## src/logic/msc_pkg.sv

```systemverilog
// Package for the machine state control block: field positions, reset, modes and opcodes
package msc_pkg;

  // ==========================================================================
  // Register geometry (bit 0 is the most significant bit, big-endian numbering)
  // ==========================================================================
  localparam int          MSC_WIDTH      = 32;
  localparam logic [31:0] MSC_RESET_VAL  = 32'h0000_0000;

  // Convert a big-endian bit number into a vector index
  localparam int POS_COPROC_AVAIL   = 31 - 6;
  localparam int POS_COPROC_FAULT   = 31 - 12;
  localparam int POS_WAIT           = 31 - 13;
  localparam int POS_CRIT_ENABLE    = 31 - 14;
  localparam int POS_EXT_IRQ_ENABLE = 31 - 16;
  localparam int POS_USER_MODE      = 31 - 17;
  localparam int POS_FLOAT_ALLOWED  = 31 - 18;
  localparam int POS_MCHK_ENABLE    = 31 - 19;
  localparam int POS_FLOAT_MODE_LO  = 31 - 20;
  localparam int POS_DEBUG_STALL    = 31 - 21;
  localparam int POS_DEBUG_IRQ      = 31 - 22;
  localparam int POS_FLOAT_MODE_HI  = 31 - 23;
  localparam int POS_INSTR_XLATE    = 31 - 26;
  localparam int POS_DATA_XLATE     = 31 - 27;

  // Implemented bits; all others are reserved and read as zero
  localparam logic [31:0] MSC_IMPL_MASK  = 32'h020E_FF30;

  // Bits forced by the interrupt entry: auxiliary exceptions, wait, external, user, float, float modes,
  // debug stall, translation cleared; critical, machine check, debug cleared by class
  localparam logic [31:0] MSC_ENTRY_KEEP = 32'h0200_0000;

  // ==========================================================================
  // Floating-point exception modes
  // ==========================================================================
  localparam logic [1:0] FMODE_IGNORE      = 2'h0;
  localparam logic [1:0] FMODE_IMP_RECOVER = 2'h1;
  localparam logic [1:0] FMODE_IMP_NONREC  = 2'h2;
  localparam logic [1:0] FMODE_PRECISE     = 2'h3;

  // ==========================================================================
  // Operation codes on the core's execution port
  // ==========================================================================
  localparam logic [2:0] OP_NONE       = 3'h0;
  localparam logic [2:0] OP_WRITE      = 3'h1;
  localparam logic [2:0] OP_READ       = 3'h2;
  localparam logic [2:0] OP_EXT_REG    = 3'h3;
  localparam logic [2:0] OP_EXT_IMM    = 3'h4;
  localparam logic [2:0] OP_DEV_WRITE  = 3'h5;
  localparam logic [2:0] OP_DEV_READ   = 3'h6;

  // Interrupt classes
  localparam logic [1:0] CLS_BASE      = 2'h0;
  localparam logic [1:0] CLS_CRITICAL  = 2'h1;
  localparam logic [1:0] CLS_MCHECK    = 2'h2;
  localparam logic [1:0] CLS_DEBUG     = 2'h3;

  // Alignment and data size codes
  localparam logic [1:0] SIZE_BYTE     = 2'h0;
  localparam logic [1:0] SIZE_HALF     = 2'h1;
  localparam logic [1:0] SIZE_WORD     = 2'h2;
  localparam logic [1:0] SIZE_STRING   = 2'h3;
  localparam int         STRING_MAX    = 128;
  localparam int         DEV_ADDR_W    = 10;

endpackage : msc_pkg

```

## src/logic/msc_machine_state.sv

```systemverilog
// Machine state register with interrupt save/restore, gating and access checks
//
// Contract
// RULE_01 - Write instruction loads whole register; read instruction returns it.
// RULE_02 - Register or immediate instruction changes only the external interrupt enable.
// RULE_03 - Interrupt entry saves and alters register; return restores saved copy.
// RULE_04 - Bit 6 marks the auxiliary unit available.
// RULE_05 - Bit 12 enables auxiliary unit exceptions.
// RULE_06 - Bit 13 holds wait until interrupt, reset or debug clear.
// RULE_07 - Bit 14 gates critical input and first watchdog time-out.
// RULE_08 - Bit 16 gates external input and both interval timers.
// RULE_09 - Bit 17 selects supervisor (0) or problem (1) state.
// RULE_10 - Bit 18 permits floating-point instructions.
// RULE_11 - Bit 19 enables machine check interrupts.
// RULE_12 - Bits 20 and 23 select the floating-point exception mode.
// RULE_13 - Bit 21 enables debug wait mode.
// RULE_14 - Bit 22 enables debug interrupts.
// RULE_15 - Bit 26 turns instruction translation on.
// RULE_16 - Bit 27 turns data translation on.
// RULE_17 - Reserved bits have no effect and read as zero.
// RULE_18 - Separate device control space reached only by two move instructions.
// RULE_19 - Data types are byte, halfword, word and 1 to 128 byte strings.
// RULE_20 - Bit 0 is the most significant bit of any value.
// RULE_21 - A multi-byte object's address is its lowest byte address.
// RULE_22 - Instructions are one word, word aligned.
`timescale 1ns/1ns

module msc_machine_state
  import msc_pkg::*;
(
  // Clock and reset
  input  wire logic                  CLOCK,
  input  wire logic                  RSTN,
  // Execution port
  input  wire logic [2:0]            OP_CODE,
  input  wire logic [31:0]           OP_SOURCE,
  input  wire logic                  OP_IMM_BIT,
  input  wire logic [DEV_ADDR_W-1:0] OP_DEV_ADDR,
  output logic      [31:0]           READ_DATA,
  output logic                       READ_VALID,
  output logic                       PRIV_FAULT,
  // Interrupt mechanism
  input  wire logic                  IRQ_TAKE,
  input  wire logic [1:0]            IRQ_CLASS,
  input  wire logic                  IRQ_RETURN,
  input  wire logic                  DEBUG_CLEAR_WAIT,
  // Interrupt requests (pins, synchronised here)
  input  wire logic                  CRIT_IRQ_IN,
  input  wire logic                  WATCHDOG_FIRST_IN,
  input  wire logic                  EXT_IRQ_IN,
  input  wire logic                  PERIODIC_TIMER_IN,
  input  wire logic                  FIXED_TIMER_IN,
  input  wire logic                  MCHECK_IN,
  input  wire logic                  DEBUG_EVENT_IN,
  input  wire logic                  COPROC_FAULT_IN,
  // Fetch and data access checks
  input  wire logic [31:0]           FETCH_ADDR,
  input  wire logic [31:0]           DATA_ADDR,
  input  wire logic [1:0]            DATA_SIZE,
  input  wire logic [7:0]            STRING_LEN,
  input  wire logic                  FLOAT_ISSUE,
  input  wire logic                  COPROC_ISSUE,
  // Machine state outputs
  output logic      [31:0]           MACHINE_STATE,
  output logic      [31:0]           SAVED_STATE,
  output logic                       WAIT_STATE,
  output logic                       USER_MODE_STATE,
  output logic      [1:0]            FLOAT_MODE,
  output logic                       INSTRUCTION_TRANSLATE_ON,
  output logic                       DATA_TRANSLATE_ON,
  output logic                       DEBUG_STALL_ENABLE,
  // Gated requests
  output logic                       CRIT_IRQ_REQ,
  output logic                       EXT_IRQ_REQ,
  output logic                       MCHECK_REQ,
  output logic                       DEBUG_IRQ_REQ,
  output logic                       COPROC_FAULT_REQ,
  output logic                       FLOAT_BLOCKED,
  output logic                       COPROC_BLOCKED,
  output logic                       FETCH_MISALIGNED,
  output logic                       DATA_MISALIGNED,
  output logic                       STRING_BAD_LEN,
  // Device control space port
  output logic                       DEV_STROBE,
  output logic                       DEV_WRITE,
  output logic      [DEV_ADDR_W-1:0] DEV_ADDR,
  output logic      [31:0]           DEV_WDATA,
  input  wire logic [31:0]           DEV_RDATA
);

  // ==========================================================================
  // Helpers
  // ==========================================================================
  // Reserved positions always read back as zero
  function automatic logic [31:0] clean(input logic [31:0] v);
    clean = v & MSC_IMPL_MASK; // RULE_17
  endfunction

  // Lowest byte address must be a multiple of the object size
  function automatic logic misaligned(input logic [31:0] a, input logic [1:0] sz);
    case (sz)
      SIZE_HALF: misaligned = a[0];
      SIZE_WORD: misaligned = |a[1:0];
      default:   misaligned = 1'b0;
    endcase
  endfunction

  // State seen by a handler: availability kept, higher-class enables kept by class
  function automatic logic [31:0] entry_value(input logic [31:0] v, input logic [1:0] cls);
    entry_value = v & MSC_ENTRY_KEEP; // RULE_03
    case (cls)
      CLS_BASE: begin
        entry_value[POS_CRIT_ENABLE] = v[POS_CRIT_ENABLE];
        entry_value[POS_MCHK_ENABLE] = v[POS_MCHK_ENABLE];
        entry_value[POS_DEBUG_IRQ]   = v[POS_DEBUG_IRQ];
      end
      CLS_CRITICAL: begin
        entry_value[POS_MCHK_ENABLE] = v[POS_MCHK_ENABLE];
      end
      default: entry_value = v & MSC_ENTRY_KEEP;
    endcase
  endfunction

  // ==========================================================================
  // Pin synchronisers
  // ==========================================================================
  // Two stages so a pin that changes near the edge cannot upset the gates
  logic [7:0] pin_meta_q;
  logic [7:0] pin_sync_q;
  logic [7:0] pins;

  assign pins = {COPROC_FAULT_IN, DEBUG_EVENT_IN, MCHECK_IN, FIXED_TIMER_IN,
                 PERIODIC_TIMER_IN, EXT_IRQ_IN, WATCHDOG_FIRST_IN, CRIT_IRQ_IN};

  always_ff @(posedge CLOCK or negedge RSTN) begin
    if (!RSTN) begin
      pin_meta_q <= 8'h00;
      pin_sync_q <= 8'h00;
    end else begin
      pin_meta_q <= pins;
      pin_sync_q <= pin_meta_q;
    end
  end

  // ==========================================================================
  // Machine state register and saved copy
  // ==========================================================================
  logic [31:0] state_q;
  logic [31:0] state_d;
  logic [31:0] saved_q;
  logic        user_mode;
  logic        priv_op;
  logic        op_accept;
  logic        dev_op;

  assign user_mode = state_q[POS_USER_MODE]; // RULE_20
  // Reads and writes of the state and device space are refused in problem state
  assign priv_op   = (OP_CODE == OP_WRITE) || (OP_CODE == OP_EXT_REG) || (OP_CODE == OP_EXT_IMM)
                     || (OP_CODE == OP_READ) || (OP_CODE == OP_DEV_WRITE) || (OP_CODE == OP_DEV_READ);
  // Moves are carried out only in supervisor state and never beside an interrupt event
  assign op_accept = !user_mode && !IRQ_TAKE && !IRQ_RETURN; // RULE_09
  assign dev_op    = (OP_CODE == OP_DEV_WRITE) || (OP_CODE == OP_DEV_READ); // RULE_18

  always_comb begin
    state_d = state_q;
    if (IRQ_TAKE) begin
      state_d = entry_value(state_q, IRQ_CLASS); // RULE_03
    end else if (IRQ_RETURN) begin
      state_d = saved_q; // RULE_03
    end else if (!user_mode) begin // RULE_09
      case (OP_CODE)
        OP_WRITE:   state_d = clean(OP_SOURCE); // RULE_01
        OP_EXT_REG: state_d[POS_EXT_IRQ_ENABLE] = OP_SOURCE[POS_EXT_IRQ_ENABLE]; // RULE_02
        OP_EXT_IMM: state_d[POS_EXT_IRQ_ENABLE] = OP_IMM_BIT; // RULE_02
        default:    state_d = state_q;
      endcase
    end
    if (DEBUG_CLEAR_WAIT) begin
      state_d[POS_WAIT] = 1'b0; // RULE_06
    end
  end

  // Reserved positions are dropped again on the way in, whatever the source
  always_ff @(posedge CLOCK or negedge RSTN) begin
    if (!RSTN) begin
      state_q <= MSC_RESET_VAL; // RULE_06
    end else begin
      state_q <= clean(state_d); // RULE_17
    end
  end

  // One level of save only: a nested entry overwrites the copy
  always_ff @(posedge CLOCK or negedge RSTN) begin
    if (!RSTN) begin
      saved_q <= MSC_RESET_VAL;
    end else if (IRQ_TAKE) begin
      saved_q <= state_q; // RULE_03
    end
  end

  // ==========================================================================
  // Read port and privilege fault
  // ==========================================================================
  // Read data stands until the next read
  always_ff @(posedge CLOCK or negedge RSTN) begin
    if (!RSTN) begin
      READ_DATA  <= 32'h0000_0000;
      READ_VALID <= 1'b0;
    end else begin
      READ_VALID <= 1'b0;
      if (op_accept) begin
        if (OP_CODE == OP_READ) begin
          READ_DATA  <= clean(state_q); // RULE_01
          READ_VALID <= 1'b1;
        end else if (OP_CODE == OP_DEV_READ) begin
          READ_DATA  <= DEV_RDATA; // RULE_18
          READ_VALID <= 1'b1;
        end
      end
    end
  end

  // Refusal is flagged for one cycle; the state itself is left alone
  always_ff @(posedge CLOCK or negedge RSTN) begin
    if (!RSTN) begin
      PRIV_FAULT <= 1'b0;
    end else begin
      PRIV_FAULT <= priv_op && user_mode && !IRQ_TAKE && !IRQ_RETURN; // RULE_09
    end
  end

  // ==========================================================================
  // Device control space
  // ==========================================================================
  // Strobe and direction last one cycle
  always_ff @(posedge CLOCK or negedge RSTN) begin
    if (!RSTN) begin
      DEV_STROBE <= 1'b0;
      DEV_WRITE  <= 1'b0;
    end else begin
      DEV_STROBE <= op_accept && dev_op; // RULE_18
      DEV_WRITE  <= op_accept && (OP_CODE == OP_DEV_WRITE);
    end
  end

  // Address and data hold their last values between strobes
  always_ff @(posedge CLOCK or negedge RSTN) begin
    if (!RSTN) begin
      DEV_ADDR  <= '0;
      DEV_WDATA <= 32'h0000_0000;
    end else if (op_accept && dev_op) begin
      DEV_ADDR  <= OP_DEV_ADDR;
      DEV_WDATA <= OP_SOURCE;
    end
  end

  // ==========================================================================
  // Field outputs and gated requests
  // ==========================================================================
  always_ff @(posedge CLOCK or negedge RSTN) begin
    if (!RSTN) begin
      MACHINE_STATE <= MSC_RESET_VAL;
      SAVED_STATE   <= MSC_RESET_VAL;
    end else begin
      MACHINE_STATE <= clean(state_d); // RULE_17
      SAVED_STATE   <= IRQ_TAKE ? state_q : saved_q; // RULE_03
    end
  end

  // Field mirrors follow the next state, so they change on the same edge as the register
  always_ff @(posedge CLOCK or negedge RSTN) begin
    if (!RSTN) begin
      WAIT_STATE               <= 1'b0;
      USER_MODE_STATE          <= 1'b0;
      FLOAT_MODE               <= FMODE_IGNORE;
      INSTRUCTION_TRANSLATE_ON <= 1'b0;
      DATA_TRANSLATE_ON        <= 1'b0;
      DEBUG_STALL_ENABLE       <= 1'b0;
    end else begin
      WAIT_STATE               <= state_d[POS_WAIT]; // RULE_06
      USER_MODE_STATE          <= state_d[POS_USER_MODE]; // RULE_09
      FLOAT_MODE               <= {state_d[POS_FLOAT_MODE_HI], state_d[POS_FLOAT_MODE_LO]}; // RULE_12
      INSTRUCTION_TRANSLATE_ON <= state_d[POS_INSTR_XLATE]; // RULE_15
      DATA_TRANSLATE_ON        <= state_d[POS_DATA_XLATE]; // RULE_16
      DEBUG_STALL_ENABLE       <= state_d[POS_DEBUG_STALL]; // RULE_13
    end
  end

  always_ff @(posedge CLOCK or negedge RSTN) begin
    if (!RSTN) begin
      CRIT_IRQ_REQ     <= 1'b0;
      EXT_IRQ_REQ      <= 1'b0;
      MCHECK_REQ       <= 1'b0;
      DEBUG_IRQ_REQ    <= 1'b0;
      COPROC_FAULT_REQ <= 1'b0;
    end else begin
      CRIT_IRQ_REQ     <= state_q[POS_CRIT_ENABLE] && (pin_sync_q[0] || pin_sync_q[1]); // RULE_07
      EXT_IRQ_REQ      <= state_q[POS_EXT_IRQ_ENABLE] && (|pin_sync_q[4:2]); // RULE_08
      MCHECK_REQ       <= state_q[POS_MCHK_ENABLE] && pin_sync_q[5]; // RULE_11
      DEBUG_IRQ_REQ    <= state_q[POS_DEBUG_IRQ] && pin_sync_q[6]; // RULE_14
      COPROC_FAULT_REQ <= state_q[POS_COPROC_FAULT] && pin_sync_q[7]; // RULE_05
    end
  end

  // Gates use the settled state, so a block trails an enable change by one cycle
  always_ff @(posedge CLOCK or negedge RSTN) begin
    if (!RSTN) begin
      FLOAT_BLOCKED  <= 1'b0;
      COPROC_BLOCKED <= 1'b0;
    end else begin
      FLOAT_BLOCKED  <= FLOAT_ISSUE && !state_q[POS_FLOAT_ALLOWED]; // RULE_10
      COPROC_BLOCKED <= COPROC_ISSUE && !state_q[POS_COPROC_AVAIL]; // RULE_04
    end
  end

  // ==========================================================================
  // Alignment and data type checks
  // ==========================================================================
  always_ff @(posedge CLOCK or negedge RSTN) begin
    if (!RSTN) begin
      FETCH_MISALIGNED <= 1'b0;
    end else begin
      FETCH_MISALIGNED <= misaligned(FETCH_ADDR, SIZE_WORD); // RULE_22
    end
  end

  always_ff @(posedge CLOCK or negedge RSTN) begin
    if (!RSTN) begin
      DATA_MISALIGNED <= 1'b0;
    end else begin
      DATA_MISALIGNED <= misaligned(DATA_ADDR, DATA_SIZE); // RULE_21
    end
  end

  // A string is one to STRING_MAX bytes; a zero length is refused as well
  always_ff @(posedge CLOCK or negedge RSTN) begin
    if (!RSTN) begin
      STRING_BAD_LEN <= 1'b0;
    end else begin
      STRING_BAD_LEN <= (DATA_SIZE == SIZE_STRING) &&
                        ((STRING_LEN == 8'h00) || (32'(STRING_LEN) > STRING_MAX)); // RULE_19
    end
  end

endmodule // msc_machine_state

```

## config.mk

```make
export PLATFORM = sky130hd
export DESIGN_NAME = msc_machine_state
export DESIGN_NICKNAME = d
export VERILOG_FILES = /design/src/logic/msc_pkg.sv /design/src/logic/msc_machine_state.sv
export SDC_FILE = /design/constraint.sdc
export NUM_CORES = 1
export LEC_CHECK = 0
export BUFFER_PORTS_ARGS = -buffer_cell sky130_fd_sc_hd__buf_2
export CAP_MARGIN = 30
export CORE_ASPECT_RATIO = 2
export CORE_MARGIN = 10
export CORE_UTILIZATION = 25
export DETAILED_ROUTE_END_ITERATION = 8
export GPL_TIMING_DRIVEN = 0
export PLACE_DENSITY = 0.52
export SYNTH_ARGS = -nofsm -noshare
export SYNTH_HDL_FRONTEND = slang
export SYNTH_SLANG_ARGS = --single-unit
```

## constraint.sdc

```tcl
create_clock -name CLOCK -period 2.9 [get_ports CLOCK]
set_input_delay 0.145 -clock CLOCK [delete_from_list [all_inputs] [get_ports CLOCK]]
set_output_delay 0.145 -clock CLOCK [all_outputs]
set_load 0.02 [all_outputs]
```

==> results.md <==
- Setup Crit Path Kind: reg -> reg
- Via-per-instance ratio: 4.15
- RSZ-0062 raised after global routing: no
- Synth Area in XOR/XNOR: 0.279%
- I/O pin count: 328
- Fraction of layout instances using a drive strength above 1: 45.8%
- Synth Warn #: 0
- Vias: 4655
- Skew-Pair Late Insertion Delay: 0.43 ns
- Number of synthesized register bits: 132
- Post-CTS setup buffers: 0
- Routed Antenna Nets: 0
- Placed Cells: 1003
- Critical Path RT: 3.22 ns
- Final Instance Count excl. Fillers: 1123
- Root buf cell: clkbuf_16
- Largest net degree at the start of global routing: 88
- Worst Path Max Fanout: 10
- Filler Cell Count: 2306
- Port Buffer Count: 230
- Setup violators final: 0
- Unique masters post-synth: 45
- Total Routing Usage GR: 13.9%
- Max-slew violation count: 0
- Total power: 6.48 mW
- Post-synthesis compound-gate area fraction: 5.36%
- Mux contribution to synthesized area: 18.6%
- Grt ovf: 0
- Die Span Y: 236 µm
- Placeable Area: 0.0231 mm²
- Post-Syn Area: 0.00584 mm²
- DRC viols: 0
- Synth Flop Type: dfrtp_1
- Pwr dens: 718 mW/mm²
- Nets: 997
- Initial Util: 25.2%
- Initial antenna violation count: 6
- GP Congestion: 0.755
- Worst-path clk slew: 0.06 ns
- Worst hold path class: in -> reg
- Crit. End Element: register
- Max Clk Rate: 549 MHz
- R2R depth: 5
- Width of the die: 128 µm
- Post-synth top area share: 56.6%
- Worst path most repeated cell: buf_6
- # rows: 79
- Worst-Margin Slew: 0.674 ns
- Largest family of logic cells by synthesized area: multiplexers
- Internal reg-to-reg setup slack: 1.08 ns
- WP data arrival: 2.14 ns
- Worst setup SP type: register
- Slew margin rel.: 54.9%
- Leakage: 4.94 nW
- Synth-to-Final Area Change: 54.8%
- First-pass DRT Iterations: 4
- CTS tree: built
- Crit path largest cell delay: 0.43 ns
- # H-tree levels: 4
- Die area: 0.0302 mm²
- Max cap viols: 0
- Avg Cell Area, Syn: 12.9 µm²
- Post-Synth Adder-Cell Area: 0.643%
- Final hold violations: 0
- Tmin final: 1.82 ns
- First-pass GRT wire length: 31.5 mm
- Num CTS Buffers: 17
- Simple-gate share of the synthesized area: 7.42%
- Final period util: 62.9%
- Multi-input gate area: 0.00202 mm²
- Top post-synthesis cells by area: dfrtp_1 57%, mux2_4 10%, buf_4 5.7%, mux2i_1 5.7%, mux2_2 2.9%
- Vias in the first global route: 5367
- Hold Crit Depth: 3
- Peak supply drop: 0.521 mV
- Asr flop ratio synth: 100%
- Crit path max-delay cell type: dfrtp_1
- Area leader, netlist: dfrtp_1
- Worst Clk Skew: 0.00784 ns
- Critical-path cell list: buf_6 -> nor3_4 -> nand3_4 -> buf_6 -> mux2_4
- HPWL Detailed: 15.9 mm
- Hold buffers post-CTS: 86
- Clock Path Buffers: 2
- Initial DRC count: 130
- Outcome: finished, final reports clean
- Routed WL: 20.7 mm
- Post-synth EDFFs: 0
- CTS resizes: 0
- Syn Inst Count: 454
- Post-DR wirelength/cell: 18.4 µm
- Register area: 0.00330 mm²
- Part of the Yosys area used for sequential elements: 56.6%
- CTS Sinks: 132
[synth_stat cells (7+ instances only)]
cell type	number
dfrtp_1	132
buf_4	44
inv_1	42
mux2_4	39
nand2_1	36
mux2i_1	33
mux2_2	15
o22ai_1	14
nor2_1	12
buf_6	9
a311oi_1	7
clkbuf_1	7
nor2b_1	7
[layout by cell type (no fill, tap or decap), types with 10 or more instances in the layout]
cell type	instances
dlygate4sd3_1	86
mux2i_1	33
dfrtp_1	132
nand2_1	36
mux2_4	39
nor2_1	12
buf_4	44
o22ai_1	14
conb_1	36
clkbuf_16	17
mux2_2	15
inv_1	42
buf_6	10
buf_2	235
[final timing paths]
kind | from | to
hold / removal | DEV_RDATA[27] | READ_DATA[27]
min in group asynchronous | RSTN | DEV_WDATA[24]
max in group asynchronous | RSTN | DEV_WDATA[3]
setup / recovery | MACHINE_STATE[14] | DEV_WDATA[3]
setup reg to reg | MACHINE_STATE[14] | DEV_WDATA[3]
hold reg to reg | pin_meta_q[1] | pin_sync_q[1]
[kinds of logic (layout without fill, tap and decap cells)]
kind of cell / count (synthesis) / in the layout
flops: 132 / 132
xor+xnor: 1 / 1
fa+ha+maj: 3 / 3
other cells: 1 / 39
compound gates: 44 / 44
buf+inv: 108 / 456
simple gates: 78 / 78
mux: 87 / 87
[layer usage]
metal	part of all wire [%]	track usage, %
met1	33	12.6
met2	54	24.7
met3	7.8	5.55
met4	4.9	8.60
met5	0.16	0
[critical path, delay by kind of cell (launching register included)]
family / cells / cell delay [ns]
muxes: 1 / 0.31
buffers and inverters: 2 / 0.40
and+or+nand+nor: 2 / 0.56
DFF: 1 / 0.43
[power by group]
| part | internal, mW | switching, mW |
|---|---|---|
| clock network | 1.56 | 0.881 |
| logic | 0.731 | 0.945 |
| registers | 2.18 | 0.191 |
[through the flow]
stage / worst slack [ns] / instance area [µm²] / hold slack (ns) / TNS (ns) / util, %
floorplan: 1.29 / 5970 / -0.151 / 0 / -
global route: 0.967 / 9030 / 0.0234 / 0 / 39.1
CTS: 1.03 / 9030 / 0.00260 / 0 / 39.0
finish: 1.08 / 9030 / 0.0261 / 0 / 39.1
global placement: -0.275 / 7470 / 0.254 / -33.20 / 32.3
detailed placement: 1.04 / 7510 / 0.113 / 0 / 32.5
[area by class of cell]
type / instances / share of cell area [%]
flip-flops and latches: 132 / 36.6
inverters: 42 / 1.74
well taps: 283 / 3.92
clock buffers: 18 / 4.86
diodes: 3 / 0.0831
clock inverters: 13 / 2.44
multi-input cells: 249 / 22.4
plain buffers: 66 / 5.40
repair buffers: 317 / 22.6
[state kept, by name (all words and copies together), names as in the netlist, 8 cells and up]
register / flops
pin_meta_q: 8
MACHINE_STATE: 13
pin_sync_q: 8
SAVED_STATE: 14
DEV_ADDR: 10
DEV_WDATA: 32
READ_DATA: 32
Power figures use the tool's default switching activity.
